$ cat src/design/pgs_pkg.sv
// Shared constants and types of the priority group selector.
package pgs_pkg;

    // Group count and register port widths.
    localparam int N_GROUPS = 8;
    localparam int ADDR_W   = 4;
    localparam int DATA_W   = 32;
    localparam int SEL_W    = 4;
    localparam int GRP_W    = 3;

    // Register offsets on the plain register port.
    localparam logic [ADDR_W-1:0] OFF_CTRL   = 4'h0;
    localparam logic [ADDR_W-1:0] OFF_REMOTE = 4'h1;
    localparam logic [ADDR_W-1:0] OFF_LOCAL  = 4'h2;
    localparam logic [ADDR_W-1:0] OFF_STATUS = 4'h3;

    // Control register fields.
    localparam int CTRL_FRC_EN_POS  = 0;
    localparam int CTRL_FRC_SEL_POS = 4;
    localparam int CTRL_USED_POS    = 8;

    // Remote and local registers hold a group selector in their low nibble.
    localparam int SEL_POS = 0;

    // Status register fields.
    localparam int STAT_ACT_POS    = 0;
    localparam int STAT_STATIC_POS = 8;
    localparam int STAT_REQ_POS    = 16;

    // Reset values.
    localparam logic             RST_FRC_EN  = 1'b0;
    localparam logic [SEL_W-1:0] RST_SEL     = 4'h0;
    localparam logic [GRP_W-1:0] RST_USED    = 3'h0;
    localparam logic [GRP_W-1:0] RST_ACTIVE  = 3'h0;

    // A selector value of zero means no group; one to eight name a group.
    localparam logic [SEL_W-1:0] SEL_NONE = 4'h0;
    localparam logic [SEL_W-1:0] SEL_MAX  = 4'h8;

    // A request held this long counts as a static level rather than a pulse.
    localparam int CLK_PERIOD_NS   = 20;
    localparam int STATIC_HOLD_NS  = 1000;
    localparam int STATIC_HOLD_CYC = (STATIC_HOLD_NS + CLK_PERIOD_NS - 1) / CLK_PERIOD_NS;

    // Event levels; each field yields an ON and an OFF pulse on change.
    typedef struct packed {
        logic [N_GROUPS-1:0] req;
        logic [N_GROUPS-1:0] act;
        logic [N_GROUPS-2:0] en;
        logic                remote_chg;
        logic                local_chg;
        logic                force_chg;
        logic                fail_cfg;
        logic                fail_force;
        logic                fail_prio;
    } pgs_lvl_t;

endpackage : pgs_pkg

$ cat src/design/pgs_req_filter.sv
// Request input conditioner: rising edges and static-level detection per group.
`timescale 1ns/100ps
module pgs_req_filter #(
    parameter int N        = 8,
    parameter int HOLD_CYC = 50
) (
    input  wire logic         i_clk_sys,
    input  wire logic         i_rst,
    input  wire logic [N-1:0] i_req,
    output logic      [N-1:0] o_rise,
    output logic      [N-1:0] o_static
);
    localparam int CNT_W = $clog2(HOLD_CYC + 1);
    localparam logic [CNT_W-1:0] CNT_TOP = CNT_W'(HOLD_CYC);

    if (HOLD_CYC < 1) begin : g_bad_hold
        $error("pgs_req_filter: HOLD_CYC must be at least one");
    end

    logic [N-1:0] prev_ff;

    always_ff @(posedge i_clk_sys or posedge i_rst) begin
        if (i_rst) begin
            prev_ff <= '0;
        end else begin
            prev_ff <= i_req;
        end
    end

    assign o_rise = i_req & ~prev_ff;

    for (genvar g = 0; g < N; g++) begin : g_bit
        logic [CNT_W-1:0] cnt_ff;
        logic [CNT_W-1:0] nxt_cnt;

        // The count saturates so a long-held level stays static indefinitely.
        assign nxt_cnt = !i_req[g] ? '0 : (cnt_ff == CNT_TOP) ? cnt_ff : cnt_ff + 1'b1;

        always_ff @(posedge i_clk_sys or posedge i_rst) begin
            if (i_rst) begin
                cnt_ff <= '0;
            end else begin
                cnt_ff <= nxt_cnt;
            end
        end

        assign o_static[g] = i_req[g] && (cnt_ff == CNT_TOP);
    end
endmodule : pgs_req_filter

$ cat src/design/pgs_edge_events.sv
// Turns a vector of levels into registered one-cycle ON and OFF pulses.
`timescale 1ns/100ps
module pgs_edge_events #(
    parameter int         W    = 8,
    parameter logic [W-1:0] INIT = '0
) (
    input  wire logic         i_clk_sys,
    input  wire logic         i_rst,
    input  wire logic [W-1:0] i_lvl,
    output logic      [W-1:0] o_on,
    output logic      [W-1:0] o_off
);
    logic [W-1:0] prev_ff;
    logic [W-1:0] on_ff;
    logic [W-1:0] off_ff;

    // Starting from the reset image keeps reset itself from producing events.
    always_ff @(posedge i_clk_sys or posedge i_rst) begin
        if (i_rst) begin
            prev_ff <= INIT;
            on_ff   <= '0;
            off_ff  <= '0;
        end else begin
            prev_ff <= i_lvl;
            on_ff   <= i_lvl & ~prev_ff;
            off_ff  <= ~i_lvl & prev_ff;
        end
    end

    assign o_on  = on_ff;
    assign o_off = off_ff;
endmodule : pgs_edge_events

$ cat src/design/pgs_top.sv
// Priority group selector: picks one of eight parameter groups and reports events.
//
// Behaviour
// - Requests accepted as pulses or static levels.
// - Group one highest, group eight lowest priority.
// - Static group two-four blocks all lower requests.
// - Static group five blocks groups six to eight.
// - Static group seven blocks only group eight.
// - Static group eight suppresses nothing.
// - Group one returns only when requested again.
// - Events for control, requests, enables, failures.
// - Remote change request gives ON/OFF events.
// - Local change request gives ON/OFF events.
// - Unconfigured group request refused with failure events.
// - Request blocked by static higher raises failure.
// - Unhonourable forced request raises force failure.
// - Pulse-selected group stays until another request.
// - Static group one blocks every other request.
// - Forcing overrides inputs until forcing disabled.
// - Remote change loses to higher driven input.
//
// The implementer's own choices: the register addresses and the plain strobed port.
`timescale 1ns/100ps
module pgs_top #(
    parameter int N_GROUPS = pgs_pkg::N_GROUPS,
    parameter int HOLD_CYC = pgs_pkg::STATIC_HOLD_CYC
) (
    input  wire logic                            i_clk_sys,
    input  wire logic                            i_rst,
    input  wire logic [N_GROUPS-1:0]             i_group_request,
    input  wire logic [pgs_pkg::ADDR_W-1:0]      i_addr,
    input  wire logic [pgs_pkg::DATA_W-1:0]      i_wdata,
    input  wire logic                            i_wr,
    input  wire logic                            i_rd,
    output logic      [pgs_pkg::DATA_W-1:0]      o_rdata,
    output logic      [pgs_pkg::GRP_W-1:0]       o_active_group,
    output pgs_pkg::pgs_lvl_t                    o_events_on,
    output pgs_pkg::pgs_lvl_t                    o_events_off
);
    localparam int GW = pgs_pkg::GRP_W;
    localparam int SW = pgs_pkg::SEL_W;
    localparam int EW = $bits(pgs_pkg::pgs_lvl_t);

    // The event record and the group encodings are sized for exactly eight groups.
    if (N_GROUPS != pgs_pkg::N_GROUPS) begin : g_bad_groups
        $error("pgs_top: N_GROUPS must equal the package group count");
    end

    // Lowest set index wins; index zero is group one.
    function automatic logic [GW-1:0] pick_first(input logic [N_GROUPS-1:0] v);
        logic [GW-1:0] r;
        r = '0;
        for (int k = N_GROUPS - 1; k >= 0; k--) begin
            if (v[k]) begin
                r = GW'(k);
            end
        end
        return r;
    endfunction : pick_first

    // Mask of all groups of higher priority than the given index.
    function automatic logic [N_GROUPS-1:0] higher_mask(input logic [GW-1:0] idx);
        logic [N_GROUPS-1:0] m;
        m = '0;
        for (int k = 0; k < N_GROUPS; k++) begin
            m[k] = (GW'(k) < idx);
        end
        return m;
    endfunction : higher_mask

    // Register state.
    logic            frc_en_ff;
    logic [SW-1:0]   frc_sel_ff;
    logic [GW-1:0]   used_ff;
    logic [SW-1:0]   remote_sel_ff;
    logic [SW-1:0]   local_sel_ff;
    logic [GW-1:0]   active_ff;
    logic [GW-1:0]   nxt_active;
    logic [pgs_pkg::DATA_W-1:0] rdata_ff;
    logic [pgs_pkg::DATA_W-1:0] nxt_rdata;

    // Register decode.
    wire wr_ctrl   = i_wr && (i_addr == pgs_pkg::OFF_CTRL);
    wire wr_remote = i_wr && (i_addr == pgs_pkg::OFF_REMOTE);
    wire wr_local  = i_wr && (i_addr == pgs_pkg::OFF_LOCAL);
    wire [SW-1:0] wsel = i_wdata[pgs_pkg::SEL_POS +: SW];

    // Request conditioning.
    logic [N_GROUPS-1:0] req_rise;
    logic [N_GROUPS-1:0] req_static;

    pgs_req_filter #(
        .N        (N_GROUPS),
        .HOLD_CYC (HOLD_CYC)
    ) u_filter (
        .i_clk_sys (i_clk_sys),
        .i_rst     (i_rst),
        .i_req     (i_group_request),
        .o_rise    (req_rise),
        .o_static  (req_static)
    );

    // Configured groups: group one always, then up to the used-groups setting.
    logic [N_GROUPS-1:0] used_mask;
    // Groups blocked by a static level on some higher-priority group.
    logic [N_GROUPS-1:0] suppressed;

    for (genvar g = 0; g < N_GROUPS; g++) begin : g_grp
        assign used_mask[g] = (GW'(g) <= used_ff);
        if (g == 0) begin : g_first
            assign suppressed[g] = 1'b0;
        end else begin : g_rest
            // A static level masks every lower group only; group eight has none below.
            assign suppressed[g] = suppressed[g-1] | req_static[g-1];
        end
    end

    // A pulse selects once on its edge, a static level keeps asserting its group.
    wire [N_GROUPS-1:0] req_live = req_rise | req_static;
    wire [N_GROUPS-1:0] cand     = req_live & ~suppressed & used_mask;
    wire                cand_any = |cand;
    wire [GW-1:0]       cand_grp = pick_first(cand);

    // Forcing.
    wire          frc_sel_ok = (frc_sel_ff != pgs_pkg::SEL_NONE) &&
                               (frc_sel_ff <= pgs_pkg::SEL_MAX);
    wire [GW-1:0] frc_grp    = GW'(frc_sel_ff - 1'b1);
    wire          frc_apply  = frc_en_ff && frc_sel_ok && used_mask[frc_grp];
    wire          frc_fail   = frc_en_ff && (frc_sel_ff != pgs_pkg::SEL_NONE) && !frc_apply;

    // Remote and local change commands act on the write that names a group.
    wire          rem_sel_ok = (wsel != pgs_pkg::SEL_NONE) && (wsel <= pgs_pkg::SEL_MAX);
    wire [GW-1:0] cmd_grp    = GW'(wsel - 1'b1);
    // A higher group driven by any input level wins over a command.
    wire          cmd_blocked = |(i_group_request & higher_mask(cmd_grp));
    wire          cmd_ok      = rem_sel_ok && used_mask[cmd_grp] && !cmd_blocked;
    wire          rem_go      = wr_remote && cmd_ok;
    wire          loc_go      = wr_local && cmd_ok;

    // Pending command state, used for failure levels while the command stands.
    wire          rem_pend   = (remote_sel_ff != pgs_pkg::SEL_NONE);
    wire [GW-1:0] rem_grp    = GW'(remote_sel_ff - 1'b1);
    wire          rem_range  = (remote_sel_ff <= pgs_pkg::SEL_MAX);
    wire          loc_pend   = (local_sel_ff != pgs_pkg::SEL_NONE);
    wire [GW-1:0] loc_grp    = GW'(local_sel_ff - 1'b1);
    wire          loc_range  = (local_sel_ff <= pgs_pkg::SEL_MAX);

    wire rem_nocfg = rem_pend && (!rem_range || !used_mask[rem_grp]);
    wire loc_nocfg = loc_pend && (!loc_range || !used_mask[loc_grp]);
    wire rem_prio  = rem_pend && rem_range &&
                     |(i_group_request & higher_mask(rem_grp));
    wire loc_prio  = loc_pend && loc_range &&
                     |(i_group_request & higher_mask(loc_grp));

    // Failure levels; each edge of them becomes an ON or an OFF event.
    wire fail_cfg  = |(i_group_request & ~used_mask) | rem_nocfg | loc_nocfg;
    wire fail_prio = |(i_group_request & suppressed & used_mask) |
                     rem_prio | loc_prio;

    // Active group selection. Nothing falls back to group one by itself.
    always_comb begin
        nxt_active = active_ff;
        if (frc_apply) begin
            nxt_active = frc_grp;
        end else if (frc_en_ff) begin
            nxt_active = active_ff;
        end else if (cand_any) begin
            nxt_active = cand_grp;
        end else if (rem_go || loc_go) begin
            nxt_active = cmd_grp;
        end
    end

    always_ff @(posedge i_clk_sys or posedge i_rst) begin
        if (i_rst) begin
            active_ff <= pgs_pkg::RST_ACTIVE;
        end else begin
            active_ff <= nxt_active;
        end
    end

    // Register writes.
    always_ff @(posedge i_clk_sys or posedge i_rst) begin
        if (i_rst) begin
            frc_en_ff  <= pgs_pkg::RST_FRC_EN;
            frc_sel_ff <= pgs_pkg::RST_SEL;
            used_ff    <= pgs_pkg::RST_USED;
        end else if (wr_ctrl) begin
            frc_en_ff  <= i_wdata[pgs_pkg::CTRL_FRC_EN_POS];
            frc_sel_ff <= i_wdata[pgs_pkg::CTRL_FRC_SEL_POS +: SW];
            used_ff    <= i_wdata[pgs_pkg::CTRL_USED_POS +: GW];
        end
    end

    always_ff @(posedge i_clk_sys or posedge i_rst) begin
        if (i_rst) begin
            remote_sel_ff <= pgs_pkg::RST_SEL;
            local_sel_ff  <= pgs_pkg::RST_SEL;
        end else begin
            if (wr_remote) begin
                remote_sel_ff <= wsel;
            end
            if (wr_local) begin
                local_sel_ff <= wsel;
            end
        end
    end

    // Read path: data stands only in the cycle after the read strobe.
    logic [pgs_pkg::DATA_W-1:0] ctrl_img;
    logic [pgs_pkg::DATA_W-1:0] stat_img;

    always_comb begin
        ctrl_img = '0;
        ctrl_img[pgs_pkg::CTRL_FRC_EN_POS]        = frc_en_ff;
        ctrl_img[pgs_pkg::CTRL_FRC_SEL_POS +: SW] = frc_sel_ff;
        ctrl_img[pgs_pkg::CTRL_USED_POS +: GW]    = used_ff;
        stat_img = '0;
        stat_img[pgs_pkg::STAT_ACT_POS +: GW]          = active_ff;
        stat_img[pgs_pkg::STAT_STATIC_POS +: N_GROUPS] = req_static;
        stat_img[pgs_pkg::STAT_REQ_POS +: N_GROUPS]    = i_group_request;
    end

    always_comb begin
        nxt_rdata = '0;
        if (i_rd) begin
            unique case (i_addr)
                pgs_pkg::OFF_CTRL:   nxt_rdata = ctrl_img;
                pgs_pkg::OFF_REMOTE: nxt_rdata = {{(pgs_pkg::DATA_W-SW){1'b0}}, remote_sel_ff};
                pgs_pkg::OFF_LOCAL:  nxt_rdata = {{(pgs_pkg::DATA_W-SW){1'b0}}, local_sel_ff};
                pgs_pkg::OFF_STATUS: nxt_rdata = stat_img;
                default:             nxt_rdata = '0;
            endcase
        end
    end

    always_ff @(posedge i_clk_sys or posedge i_rst) begin
        if (i_rst) begin
            rdata_ff <= '0;
        end else begin
            rdata_ff <= nxt_rdata;
        end
    end

    // Event levels, gathered into one record for the edge detector.
    pgs_pkg::pgs_lvl_t lvl;
    logic [N_GROUPS-1:0] act_onehot;

    for (genvar g = 0; g < N_GROUPS; g++) begin : g_act
        assign act_onehot[g] = (active_ff == GW'(g));
    end

    always_comb begin
        lvl            = '0;
        lvl.req        = i_group_request;
        lvl.act        = act_onehot;
        lvl.en         = used_mask[N_GROUPS-1:1];
        lvl.remote_chg = rem_pend;
        lvl.local_chg  = loc_pend;
        lvl.force_chg  = frc_en_ff;
        lvl.fail_cfg   = fail_cfg;
        lvl.fail_force = frc_fail;
        lvl.fail_prio  = fail_prio;
    end

    // The reset image marks group one active so reset alone raises no event.
    localparam pgs_pkg::pgs_lvl_t LVL_INIT = '{
        req:        '0,
        act:        N_GROUPS'(1),
        en:         '0,
        remote_chg: 1'b0,
        local_chg:  1'b0,
        force_chg:  1'b0,
        fail_cfg:   1'b0,
        fail_force: 1'b0,
        fail_prio:  1'b0
    };

    logic [EW-1:0] ev_on;
    logic [EW-1:0] ev_off;

    pgs_edge_events #(
        .W    (EW),
        .INIT (LVL_INIT)
    ) u_events (
        .i_clk_sys (i_clk_sys),
        .i_rst     (i_rst),
        .i_lvl     (lvl),
        .o_on      (ev_on),
        .o_off     (ev_off)
    );

    assign o_events_on    = ev_on;
    assign o_events_off   = ev_off;
    assign o_rdata        = rdata_ff;
    assign o_active_group = active_ff;

endmodule : pgs_top

$ cat config.mk
export PLATFORM = sky130hd
export DESIGN_NAME = pgs_top
export DESIGN_NICKNAME = d
export VERILOG_FILES = /design/src/design/pgs_pkg.sv /design/src/design/pgs_req_filter.sv /design/src/design/pgs_edge_events.sv /design/src/design/pgs_top.sv
export SDC_FILE = /design/constraint.sdc
export NUM_CORES = 1
export LEC_CHECK = 0
export BUFFER_PORTS_ARGS = -buffer_cell sky130_fd_sc_hd__buf_4
export CELL_PAD_IN_SITES_DETAIL_PLACEMENT = 1
export CELL_PAD_IN_SITES_GLOBAL_PLACEMENT = 1
export CORE_MARGIN = 8
export CORE_UTILIZATION = 40
export DETAILED_ROUTE_END_ITERATION = 8
export PLACE_DENSITY = 0.7
export SLEW_MARGIN = 20
export SYNTH_ARGS = -nofsm -noshare
export SYNTH_HDL_FRONTEND = slang
export SYNTH_SLANG_ARGS = --single-unit
$ cat constraint.sdc
create_clock -name i_clk_sys -period 16.05 [get_ports i_clk_sys]
set_clock_uncertainty 0.2 [all_clocks]
set_input_delay 2.4075 -clock i_clk_sys [delete_from_list [all_inputs] [get_ports i_clk_sys]]
set_output_delay 2.4075 -clock i_clk_sys [all_outputs]
set_load 0.01 [all_outputs]
### Word-level counts from Yosys, hierarchy flattened

Index checks and enable logic that the tools add are counted.

* reductions and logical operators: 50
* muxes and demuxes: 38
* magnitude comparators: 40
* shifts and indexed selects: 0
* add/subtract/negate cells: 12
* bitwise logic cells: 27
* $mul: 0
* divide/modulo/power cells: 0
* equality and inequality tests: 27

Operators with widths (count)
* $mux W6: 16
* $pmux W24 S4: 1
* $and A8 B8 Y8: 9
* $and A29 B29 Y29: 2
* $not A29 Y29: 2
* $add A6 B1 Y6 const B: 8
* $eq A6 B6 Y1 const B: 8
* $reduce_or A8 Y1: 6
* $lt A3 B3 Y1 const A: 12
* $mux W3: 12
* $logic_and A1 B1 Y1: 27
* $mux W24: 1
* $not A8 Y8: 3
* $lt A1 B3 Y1 const A: 6
* $lt A2 B3 Y1 const A: 6
* $le A4 B4 Y1 const B: 4
* $lt A3 B4 Y1 const B: 4
* $ne A2 B2 Y1 const B: 8
* $reduce_bool A4 Y1: 4
* $bmux W1 S3: 4
* $eq A3 B3 Y1 const B: 4
* $le A3 B3 Y1 const A: 4
* $sub A3 B1 Y3 const B: 4
* $or A1 B1 Y1: 10
* other kinds (15): 29

* memories: 0
* bits in writable memories: 0
* flip-flop bits (word level): 194
* memory bits (read-only): 0
* latch bits: 0
* output and inout port bits: 93

### Longest topological paths before layout

Gate-level depths: netlist of run 1.

* depth after elaboration: 22
* mapped depth: 9

### Modules after synthesis

From an unflattened synthesis of run 1, not the netlist that was laid out.

* cell total of the unflattened synthesis: 712
* area total of the unflattened synthesis: 8207.9 sq um

Modules (own cells, without submodules)
* pgs_req_filter: area an instance 2788.9 sq um, cells each 265, times used 1
* pgs_top: area an instance 2728.9 sq um, cells each 301, times used 1
* pgs_edge_events: area an instance 2690.1 sq um, cells each 146, times used 1

### Least setup slack after synthesis of run 1

OpenSTA, ideal clock, no wires.

* path type: input port to flip-flop
* start point: input port i_group_request[2]
* end point: register active_ff[2] (netlist: o_active_group[2])
* stages: 7
* slack: 11774 ps
* setup time: 137 ps
* data arrival time: 3939 ps
* buffers on the path: 0
* cells stage by stage: nand4_1 -> nor3_2 -> o2111ai_1 -> or3b_4 -> o41a_1 -> o311ai_2 -> o221ai_2

* cells in the longest elaborated chain, start to end: 20

Ends and longest elaborated chain
* start: declaration: RTL line pgs_top.sv:30 `input wire logic [N_GROUPS-1:0] i_group_request,`
* $logic_and A1 B1 Y1: RTL line pgs_req_filter.sv:47 `assign o_static[g] = i_req[g] && (cnt_ff == CNT_TOP);`
* $or A1 B1 Y1 (5 in series): RTL line pgs_top.sv:114 `assign suppressed[g] = suppressed[g-1] | req_static[g-1];`
* $not A8 Y8: RTL line pgs_top.sv:120 `wire [N_GROUPS-1:0] cand = req_live & ~suppressed & used_mask;`
* $and A8 B8 Y8 (2 in series): RTL line pgs_top.sv:120
* $mux W3 (8 in series): RTL line pgs_top.sv:54 `if (v[k]) begin`
* $mux W3: RTL line pgs_top.sv:167 `end else if (cand_any) begin`
* $mux W3: RTL line pgs_top.sv:165 `end else if (frc_en_ff) begin`
* $mux W3: RTL line pgs_top.sv:163 `if (frc_apply) begin`
* end signal: assignment: RTL line pgs_top.sv:176 `active_ff <= pgs_pkg::RST_ACTIVE;`
* end signal: assignment: RTL line pgs_top.sv:178 `active_ff <= nxt_active;`
* end: declaration: RTL line pgs_top.sv:77 `logic [GW-1:0] active_ff;`

Parallel ways exist; a longest one is shown, timed or not. The select of a mux whose other input is x is not followed.
A chain may end at the register's enable or synchronous reset.

### Final worst setup path of run 1

Ends and elaborated chain as after synthesis.

==> impl_results.md, run 1 <==
* Cell Area, Synth at 0.00783 sq mm
* Start point of the worst hold path: u_events.prev_ff[5]
* Post-Syn Instances at about 700
* Worst-case headroom to the max-slew limit at around 43%
* Critical path's slowest cell: o2111ai_1
* Routed via count at 5607
* Pwr per Cell Area at around 130 mW/mm^2
* Met1 GRT Util at 21.0%
* CTS tree: built
* R2R setup slack at 12980 ps
* Final period utilization at 27.9%
* Max VDD drop at 0.0743 mV
* Die footprint at 0.0243 sq mm
* Initial antenna violation count at 0
* Seq/Total Area, Yosys at 56.9%
* Busiest grt layer: met2
* Core area at 0.0193 sq mm
* Clk slew on worst S/H paths at roughly 70 ps
* Starting Density at 40.5%
* Total I/O pin count at 141
* Routability cong. at 0.855
* Worst-Margin Slew at 860 ps
* Slew Limit Fails at 0
* Post-CTS Hold Fix Bufs at 0
* Max_cap viols at 0
* Yosys reg bits at 178
* Overall power at between 1 and 1.5 mW
* Clock Tree Buf Depth at 2
* Critical path's largest stage delay at 520 ps
* WHS Endpoint: u_events.o_on[5]
* Hold WC Path Type: reg2reg
* Initial DRC Count at 254
* Port Buf Inserts at 111
* Commonest register cell after synthesis: dfrtp_1
* Die Wd at between 150 and 200 um
* CP Class: in2reg
* Most common cell after layout, fill and taps aside: dfrtp_1
* TritonRoute pass-1 iters at 4
* Distinct cells, synth at 81
* Final Hold Vio Count at 0
* Final WL at 20100 um
* H-tree depth at 4
* GR Util met2 at 29.3%
* Average routed wire per standard cell at 18.4 um
* Final WS setup at 11580 ps
* Met3 track demand over resource at 3.85%
* Root Buffer: clkbuf_16
* ANT nets after route at 0
* Worst Path Required at 16140 ps
* Vias in the first global route at around 6000
* Hold path cells at 1
* RSZ-0062 raised after global routing: no
* Final nets at 880
* Tmin final at around 4500 ps
* Most frequent cells in the layout: dfrtp_1, buf_4, nor2_1
* Layout cells sized above 1 at between 20% and 30%
* Crit path capture type: flip-flop
* Endpoints failing setup at 0
* Yosys warns at 0
* Clock latency on the worst-skew pair at ~430 ps
* Worst path cell trace: buf_4 > nand4_1 > nor3_2 > o2111ai_1 > or3b_4 > o41a_1 > o311ai_2 > o221ai_2
* Worst Setup Start Kind: input port
* Post-DR vias/cell at 5.14
* Reg2reg end: o_active_group[1]
* Diode count at 0
* Maximum clock rate at 223 MHz
* Clk sinks at roughly 180
* Die height at between 150 and 200 um
* Congestion Overflow GR at 0
* Max FO, Critical Path at 18
* Drc violations at 0
* Gr usage total at 17.3%
* Area delta synth->final at 20.8%
* FFs w/ async S/R, synth at 100%
* Pin count of the biggest net entering global routing at 97
* Reg2Reg Launch Point: used_ff[2]
* CTS resizes at 0
* First-pass GRT wire length at 32900 um
* Leak at approximately 4.6 nW
* Detail Placement HPWL at 14500 um
* Standard-cell row count at between 50 and 60
* Worst r2r path cells at 8
* Postcts setup bufs at 0
* Syn_area_per_cell at roughly 11 sq um
* Sum Neg Setup Slack at 0 ps
* Place WS at 11160 ps
* Data arrival time of the critical path at 4570 ps
* Status: finished clean
* Finished Core Util at 48.9%
* Num CTS Buffers at 17
* Number of flops mapped to enable cells by yosys at 0
## through the flow
stage                     instances  hold WS, ps  area [sq um]
final                          1090          209          9460
after global routing           1090          230          9460
after CTS                      1090          214          9460
after detailed placement       1058          203          8890
after global placement         1058          197          8890
after floorplan                 710          189          7860
## sequential cells by signal, indices dropped and copies added, names as in the netlist, 4 cells and up
name	flops
u_events.prev_ff	29
u_events.o_off	29
remote_sel_ff	4
frc_sel_ff	4
o_rdata	24
u_events.o_on	29
u_filter.g_bit.cnt_ff	48
local_sel_ff	4
## synthesized netlist by cell type, types with 2 or more instances
cell / instances / area share [%]
dfrtp_1: 177 / 57
nor2_1: 69 / 3.3
and2_1: 42 / 3.4
inv_1: 40 / 1.9
nand2_1: 40 / 1.9
nor2b_1: 33 / 2.6
xnor2_1: 29 / 3.2
nand3_1: 22 / 1.4
o21ai_0: 22 / 1.4
a21oi_1: 21 / 1.3
ha_1: 20 / 3.2
clkbuf_1: 18 / 0.86
mux2_2: 12 / 1.7
nor3_1: 12 / 0.77
and3_1: 11 / 0.88
xor2_1: 11 / 1.2
buf_4: 8 / 0.77
nor4_1: 7 / 0.56
o211ai_1: 6 / 0.57
a211oi_1: 5 / 0.48
a22oi_1: 5 / 0.48
a31oi_1: 5 / 0.40
nand2b_1: 5 / 0.40
nand4_1: 5 / 0.40
o211a_1: 5 / 0.64
and4_1: 4 / 0.45
o21bai_1: 3 / 0.29
o221ai_2: 3 / 0.57
o31ai_1: 3 / 0.29
and4bb_1: 2 / 0.32
buf_2: 2 / 0.13
inv_2: 2 / 0.096
mux2i_1: 2 / 0.26
o2111ai_1: 2 / 0.22
o21a_1: 2 / 0.19
o21ai_1: 2 / 0.13
o31a_1: 2 / 0.22
## per-layer routing
layer  share of wire [%]  wire, um
met2                  52     10400
met5                   0         0
met4                 1.8       359
met1                  42      8490
met3                 4.0       799
## cells by family after synthesis
family	count (synthesis)	share of synthesized area [%]
fa+ha+maj	21	3.32
compound gates	105	9.89
other cells	1	0.0479
xor+xnor	40	4.47
buf+inv	72	3.96
simple gates	271	19.2
mux	15	2.27
flops	178	56.9
## worst max-delay path by stage
| stage | start | end | slack [ps] |
|---|---|---|---|
| 2_1_floorplan | i_rst | frc_en_ff | 8610 |
| 3_3_place_gp | i_group_request[2] | o_active_group[2] | 11220 |
| 3_5_place_dp | i_group_request[2] | o_active_group[2] | 11160 |
| 4_1_cts | i_group_request[2] | o_active_group[2] | 11600 |
| 5_1_grt | i_group_request[2] | o_active_group[0] | 11510 |
| 6_report | i_group_request[2] | o_active_group[2] | 11580 |
## final cells by class
type | count | area (sq um)
clock buffers | 17 | 425
clock inverters | 15 | 145
fillers | 2076 | 9870
inverters | 43 | 166
multi-input cells | 460 | 3090
flip-flops and latches | 178 | 4460
well taps | 265 | 332
repair buffers | 112 | 845
## critical path: cells and delay by family
kind,cells,cell delay (ps)
AOI/OAI and AO/OA,4,1180
buffers and inverters,1,180
and+or+nand+nor,3,790
## report_power, final
| group | internal (mW) | total [mW] | switching, mW |
|---|---|---|---|
| Clock | 0.205 | 0.398 | 0.193 |
| Combinational | 0.117 | 0.259 | 0.142 |
| Sequential | 0.512 | 0.571 | 0.0585 |
No activity file was read; power rests on OpenSTA's default activity.
==> run 2: changes to the inputs <==
- PLACE_DENSITY: 0.7 -> 0.73
- clock period: 16.05 -> 3.9 ns (I/O delays scaled with it)
==> run 2 against run 1 <==
- final cell count grew 0.28%
- via count grew 0.55%
- final area increased by 0.71%
- non-clock buffer count increased by 3
- register-to-register slack got worse by 12000 ps
- clock-buffer cell count stayed put
- flip-flop and latch count unchanged
- sequential share of layout area decreased by 0.33 points
- critical path type is now reg2reg
==> impl_results.md, run 2 (synthesized netlist as in run 1, its figures left out) <==
* CTS tree: built (unchanged)
* Max VDD drop at 0.297 mV (was 0.0743 mV)
* Worst Setup Start Kind: flip-flop (was input port)
* Root Buffer: clkbuf_16 (unchanged)
* Standard-cell row count at 51 (unchanged)
* Diode count at 0 (unchanged)
* CTS resizes at 0 (unchanged)
* Crit path capture type: flip-flop (unchanged)
* Leak at 4.62 nW (was 4.60 nW)
* Congestion Overflow GR at 0 (unchanged)
* Pin count of the biggest net entering global routing at 82 (was 97)
* Final Hold Vio Count at 0 (unchanged)
* Design Area, Final at 0.00953 sq mm (was 0.00946 sq mm)
* Routed via count at 5638 (was 5607)
* Maximum clock rate at between 300 and 400 MHz
* ANT nets after route at 0 (unchanged)
* Area delta synth->final at 21.7% (was 20.8%)
* Die footprint at 0.0243 sq mm (unchanged)
* Port Buf Inserts at 111 (unchanged)
* Sum Neg Setup Slack at 0 ps (unchanged)
* Tmin final at slightly below 3000 ps
* Most common cell after layout, fill and taps aside: dfrtp_1 (unchanged)
* H-tree depth at 4 (unchanged)
* Most frequent cells in the layout: dfrtp_1, buf_4, nor2_1 (unchanged)
* Post-DR vias/cell at 5.16 (was 5.14)
* Average routed wire per standard cell at 18.4 um (about the same)
* Die Wd at 156 um (unchanged)
* Fin Hold WS at 52.9 ps (was 209 ps)
* Postcts setup bufs at 0 (unchanged)
* TritonRoute pass-1 iters at 5 (was 4)
* Starting Density at 40.5% (unchanged)
* Initial DRC Count at 351 (was 254)
* Dpl cell area at 0.00893 sq mm (was 0.00889 sq mm)
* Clk slew on worst S/H paths at 70 ps (about the same)
* Endpoints failing setup at 0 (unchanged)
* CP Class: reg2reg (was in2reg)
* Finished Core Util at 49.3% (was 48.9%)
* Drc violations at 0 (unchanged)
* Initial antenna violation count at 0 (unchanged)
* Hold WC Path Type: in2async (was reg2reg)
* Post-CTS Hold Fix Bufs at 0 (unchanged)
* Max_cap viols at 0 (unchanged)
* Worst Path Required at 4010 ps (was 16140 ps)
* Biggest register: u_filter.g_bit.cnt_ff (unchanged)
* Detail Placement HPWL at 14600 um (was 14500 um)
* Die height at 156 um (unchanged)
* Overall power at 5.13 mW (was 1.23 mW)
* First-pass GRT wire length at 32900 um (about the same)
* Max FO, Critical Path at 4 (was 18)
* Slew Limit Fails at 0 (unchanged)
* Routability cong. at 0.818 (was 0.855)
* Num CTS Buffers at 17 (unchanged)
* Clock Tree Buf Depth at 2 (unchanged)
* Core area at 0.0193 sq mm (unchanged)
* Pwr per Cell Area at 538 mW/mm^2 (was 130 mW/mm^2)
* Vias in the first global route at 6189 (was 6166)
* Worst-Margin Slew at 704 ps (was 860 ps)
* Final period utilization at 74.3%
* Worst-case headroom to the max-slew limit at 53.1% (was 42.7%)
* Final nets at 883 (was 880)
* Total I/O pin count at 141 (unchanged)
* Clk sinks at 178 (unchanged)
* Layout cells sized above 1 at 22.2% (was 21.9%)
* Flip-flop count of the largest register after layout at 48 (unchanged)
* Data arrival time of the critical path at 3000 ps (was 4570 ps)
* RSZ-0062 raised after global routing: no (unchanged)
* # fillers at 2098 (was 2076)
* Status: finished clean (unchanged)
* Final WL at 20100 um (about the same)
* Clock latency on the worst-skew pair at 430 ps (about the same)
* Gr usage total at 17.3% (about the same)
-- run 2: cell count changes in the layout (fill, tap and decap cells not counted) --
cell	previous run	this run
buf_12	0	2
buf_4	111	113
buf_6	1	0
bufinv_16	0	1
clkinv_2	1	0
clkinv_4	4	2
clkinvlp_4	2	5
inv_6	5	3
inv_8	2	3
-- run 2: cell type report --
class | count | area (sq um) | area share, %
inverter | 43 | 165 | 1.73
timing repair buffer | 115 | 888 | 9.32
tap | 265 | 332 | 3.48
clock inverter | 15 | 170 | 1.79
clock buffer | 17 | 425 | 4.46
sequential | 178 | 4460 | 46.8
multi-input combinational | 460 | 3090 | 32.5
-- run 2: path summary, 6_finish.rpt --
path / startpoint / endpoint / slack, ps / depth (start not counted)
min in group i_clk_sys: i_group_request[3] / u_events.prev_ff[24] / 150 / 1
max in group asynchronous: i_rst / u_filter.g_bit[3].cnt_ff[3] / 2610 / 3
hold reg to reg: u_events.prev_ff[20] / u_events.o_on[20] / 210 / 1
setup reg to reg: u_filter.g_bit[2].cnt_ff[0] / o_active_group[1] / 1000 / 9
setup / recovery: u_filter.g_bit[2].cnt_ff[0] / o_active_group[1] / 1000 / 9
hold / removal: i_rst / u_events.prev_ff[17] / 50 / 2
-- run 2: routing by layer --
| layer | part of all wire, % | GRT usage (%) |
|---|---|---|
| met1 | 42 | 20.8 |
| met5 | 0 | 0 |
| met4 | 1.8 | 6.05 |
| met3 | 4.3 | 3.43 |
| met2 | 52 | 30.2 |
-- run 2: power by group --
group / internal, mW / switching, mW / leakage, nW
Clock: 0.911 / 0.799 / 0.278
Sequential: 2.11 / 0.237 / 2.34
Combinational: 0.488 / 0.586 / 2.00
-- run 2: metrics by stage --
stage	worst slack, ps	instances
2_1_floorplan	835	710
3_3_place_gp	950	1061
3_5_place_dp	942	1061
4_1_cts	1020	1093
5_1_grt	830	1093
6_report	1000	1093
-- run 2: critical path: stages (launching register included) --
cell and delay [ps]:
dfrtp_1 380, inv_1 80, ha_1 230, nand4_1 190
nor3_2 100, o2111ai_1 460, or3b_4 470, o41ai_4 350
a311o_1 210, o221ai_2 100
==> run 3: changes to the inputs <==
- ABC_AREA: default -> 1
- CORE_UTILIZATION: 40 -> 38
- PLACE_DENSITY: 0.73 -> 0.71
- clock period: 3.9 -> 2.4 ns (I/O delays scaled with it)
==> run 3 against run 2 <==
- routed wire length rose by 3.1%
- critical endpoint unchanged
- final cell count rose by 17%
- critical path type unchanged
- final area rose by 5.4%
- largest cell class unchanged
==> impl_results.md, run 3 <==
* Max_cap viols at 0 (unchanged)
* CTS tree: built (unchanged)
* Crit path capture type: flip-flop (unchanged)
* Place WS at 56.6 ps (was 942 ps)
* Average routed wire per standard cell at 16.2 um (was 18.4 um)
* Reg2Reg Launch Point: u_filter.g_bit[0].cnt_ff[1] (was u_filter.g_bit[2].cnt_ff[0])
* TritonRoute pass-1 iters at 4 (was 5)
* Diode count at 0 (unchanged)
* Num CTS Buffers at 17 (unchanged)
* Standard-cell row count at 52 (was 51)
* Reg2reg end: o_active_group[1] (unchanged)
* Routability cong. at 0.846 (was 0.818)
* Data arrival time of the critical path at 2460 ps (was 3000 ps)
* Biggest register: u_filter.g_bit.cnt_ff (unchanged)
* Hold path cells at 3
* Yosys warns at 0 (unchanged)
* Initial antenna violation count at 0 (unchanged)
* Gr usage total at 17.3% (about the same)
* Number of flops mapped to enable cells by yosys at 0 (unchanged)
* Worst-case headroom to the max-slew limit at 63.0% (was 53.1%)
* Final period utilization at 96.7% (was 74.3%)
* Overall power at 8.30 mW (was 5.13 mW)
* Final WL at 20700 um (was 20100 um)
* Commonest register cell after synthesis: dfrtp_1 (unchanged)
* WHS Endpoint: local_sel_ff[2]
* Die height at 158 um (was 156 um)
* Post-Syn Instances at 812 (was 703)
* Vias in the first global route at 6472 (was 6189)
* Seq pwr share at 44.6% (was 45.7%)
* Port Buf Inserts at 111 (unchanged)
* Top Metal Used: met4 (unchanged)
* Dpl cell area at 0.00909 sq mm (was 0.00893 sq mm)
* Hold WC Path Type: in2reg (was in2async)
* ANT nets after route at 0 (unchanged)
* Sw Share at 32.7% (was 31.6%)
* DR WL met2 at 10200 um (was 10500 um)
* Initial DRC Count at 251 (was 351)
* Post-synth top cells: dfrtp_1, nor2_1, nand2_1 (was dfrtp_1, nor2_1, and2_1)
* Clock power share at 33.8% (was 33.3%)
* Final Hold Vio Count at 0 (unchanged)
* Slew Limit Fails at 0 (unchanged)
* Max VDD drop at 0.504 mV (was 0.297 mV)
* Distinct cells, synth at 46 (was 81)
* Pwr per Cell Area at 826 mW/mm^2 (was 538 mW/mm^2)
* RSZ-0062 raised after global routing: yes (was no)
* Worst Path Required at 2530 ps (was 4010 ps)
* Clk slew on worst S/H paths at 80 ps (was 70 ps)
* Worst-Margin Slew at 554 ps (was 704 ps)
* Status: finished clean (unchanged)
* Fin Hold WS at 42.1 ps (was 52.9 ps)
* Seq/Total Area, Yosys at 57.9% (was 56.9%)
* Core area at 0.0200 sq mm (was 0.0193 sq mm)
* Finished Core Util at 50.1% (was 49.3%)
* Post-synth top area cell: dfrtp_1 (unchanged)
* Area delta synth->final at 30.5% (was 21.7%)
* Start point of the worst hold path: i_wdata[2]
* CP Class: reg2reg (unchanged)
* Sw Pwr at 2.71 mW (was 1.62 mW)
* H-tree depth at 4 (unchanged)
* Detail Placement HPWL at 15000 um (was 14600 um)
* R2R setup slack at 80 ps (was 1000 ps)
* DR WL met3 at 1040 um (was 860 um)
* Max FO, Critical Path at 4 (unchanged)
* Syn_area_per_cell at 9.48 sq um (was 11.1 sq um)
* Post-DR vias/cell at 4.75 (was 5.16)
* Yosys top cell area share at 57.5% (was 56.5%)
* Cell with the most instances after synthesis: dfrtp_1 (unchanged)
* Design Area, Final at 0.0100 sq mm (was 0.00953 sq mm)
* Worst r2r path cells at 18 (was 9)
* FFs w/ async S/R, synth at 100% (unchanged)
* Root Buffer: clkbuf_16 (unchanged)
* Clk sinks at 178 (unchanged)
* First-pass GRT wire length at 33400 um (was 32900 um)
* Most frequent cells in the layout: dfrtp_1, buf_4, nor2_1 (unchanged)
* Comb pwr share at 21.6% (was 20.9%)
* Yosys reg bits at 178 (unchanged)
* Total I/O pin count at 141 (unchanged)
* Starting Density at 38.4% (was 40.5%)
* Die footprint at 0.0251 sq mm (was 0.0243 sq mm)
* Worst Setup Start Kind: flip-flop (unchanged)
* Flip-flop count of the largest register after layout at 48 (unchanged)
* M1 WL at 9160 um (was 8360 um)
* Power Internal at 5.59 mW (was 3.51 mW)
* Routed via count at 6057 (was 5638)
* Final WS setup at 79.3 ps (was 1000 ps)
* Leak at 5.20 nW (was 4.62 nW)
* Die Wd at 158 um (was 156 um)
* Cell Area, Synth at 0.00770 sq mm (was 0.00783 sq mm)
* Most common cell after layout, fill and taps aside: dfrtp_1 (unchanged)
* Clock latency on the worst-skew pair at 440 ps (was 430 ps)
* Congestion Overflow GR at 0 (unchanged)
* Drc violations at 0 (unchanged)
* Pin count of the biggest net entering global routing at 91 (was 82)
* Tmin final at 2320 ps (was 2900 ps)
* Area contributors post-synth: dfrtp_1, nor2_1, nand2_1 (was dfrtp_1, and2_1, nor2_1)
* Clock Tree Buf Depth at 2 (unchanged)
* Final nets at 1061 (was 883)
* Endpoints failing setup at 0 (unchanged)
* Maximum clock rate at 431 MHz (was 345 MHz)
* Layout cells sized above 1 at 26.8% (was 22.2%)
run 3: cell count changes in the layout (fill, tap and decap cells not counted), sizes merged, moves of 21 or more:
cell | before | now
nor2 | 69 | 130
and2 | 42 | 1
nor2b | 33 | 0
xnor2 | 29 | 5
nand2 | 41 | 120
buf | 115 | 157
nand3 | 24 | 45
inv | 47 | 132
run 3: cells by family (layout without fill, tap and decap cells):
group	count (synthesis)	after routing	share of synthesized area (%)
flops	178	178	57.9
other cells	1	8	0.0487
buf+inv	149	336	7.83
simple gates	343	343	20.9
fa+ha+maj	22	22	3.54
compound gates	96	96	7.14
xor+xnor	23	23	2.62
run 3: timing repair:
| action | 4_1_cts | 5_1_grt |
|---|---|---|
| buffers inserted | 0 | 8 |
| setup endpoints to repair | 0 | 5 |
| hold endpoints to repair | 204 | 0 |
| hold buffers | 17 | 0 |
| resized for setup | 0 | 29 |
run 3: area by class of cell:
cell class,count,area (sq um)
fill,2345,10000
sequential,178,4460
multi-input combinational,492,2770
timing repair buffer,174,1370
inverter,130,494
clock buffer,17,425
tap,270,338
clock inverter,15,181
run 3: power by group through the flow:
stage | logic (mW) | registers, mW | clock network, mW
final | 1.79 | 3.70 | 2.81
after global routing | 2.01 | 3.76 | 2.98
after CTS | 1.78 | 3.70 | 2.89
after detailed placement | 1.75 | 3.75 | 0
after global placement | 1.70 | 3.73 | 0
after floorplan | 0.891 | 3.77 | 0
run 3: stage by stage:
stage	cells	TNS, ps
after floorplan	819	-77840
after global placement	1219	0
after detailed placement	1219	0
after CTS	1268	0
after global routing	1276	-130
final	1276	0
run 3: worst max-delay path by stage:
stage | from | endpoint | slack (ps) | cells past startpoint
floorplan | i_rst | frc_en_ff | -440 | 1
global placement | u_filter.g_bit[0].cnt_ff[0] | o_active_group[2] | 110 | 17
detailed placement | u_filter.g_bit[0].cnt_ff[0] | o_active_group[1] | 60 | 17
CTS | u_filter.g_bit[0].cnt_ff[0] | o_active_group[2] | 30 | 17
global route | u_filter.g_bit[0].cnt_ff[0] | o_active_group[2] | -40 | 19
finish | u_filter.g_bit[0].cnt_ff[1] | o_active_group[1] | 80 | 18
run 3: layer usage:
layer  track usage [%]  vias to the layer above
li1                  -                     2940
met1              21.8                     2979
met2              28.8                      118
met3              3.72                       20
met4              6.15                        0
met5                 0                        -
run 3: critical path, stage by stage (launching register included):
cell and delay [ps]:
dfrtp_1 450, ha_4 180, nand2_2 60, nor2_2 40, nand3_2 90, nand2_4 90
nor2_8 170, nand2_4 80, inv_2 70, nand3_2 80, nand2_2 80, inv_2 50
buf_4 130, nand2_1 80, nand2_1 60, nand3_2 80, nand3_2 90, nand3_2 80
nand2_1 50
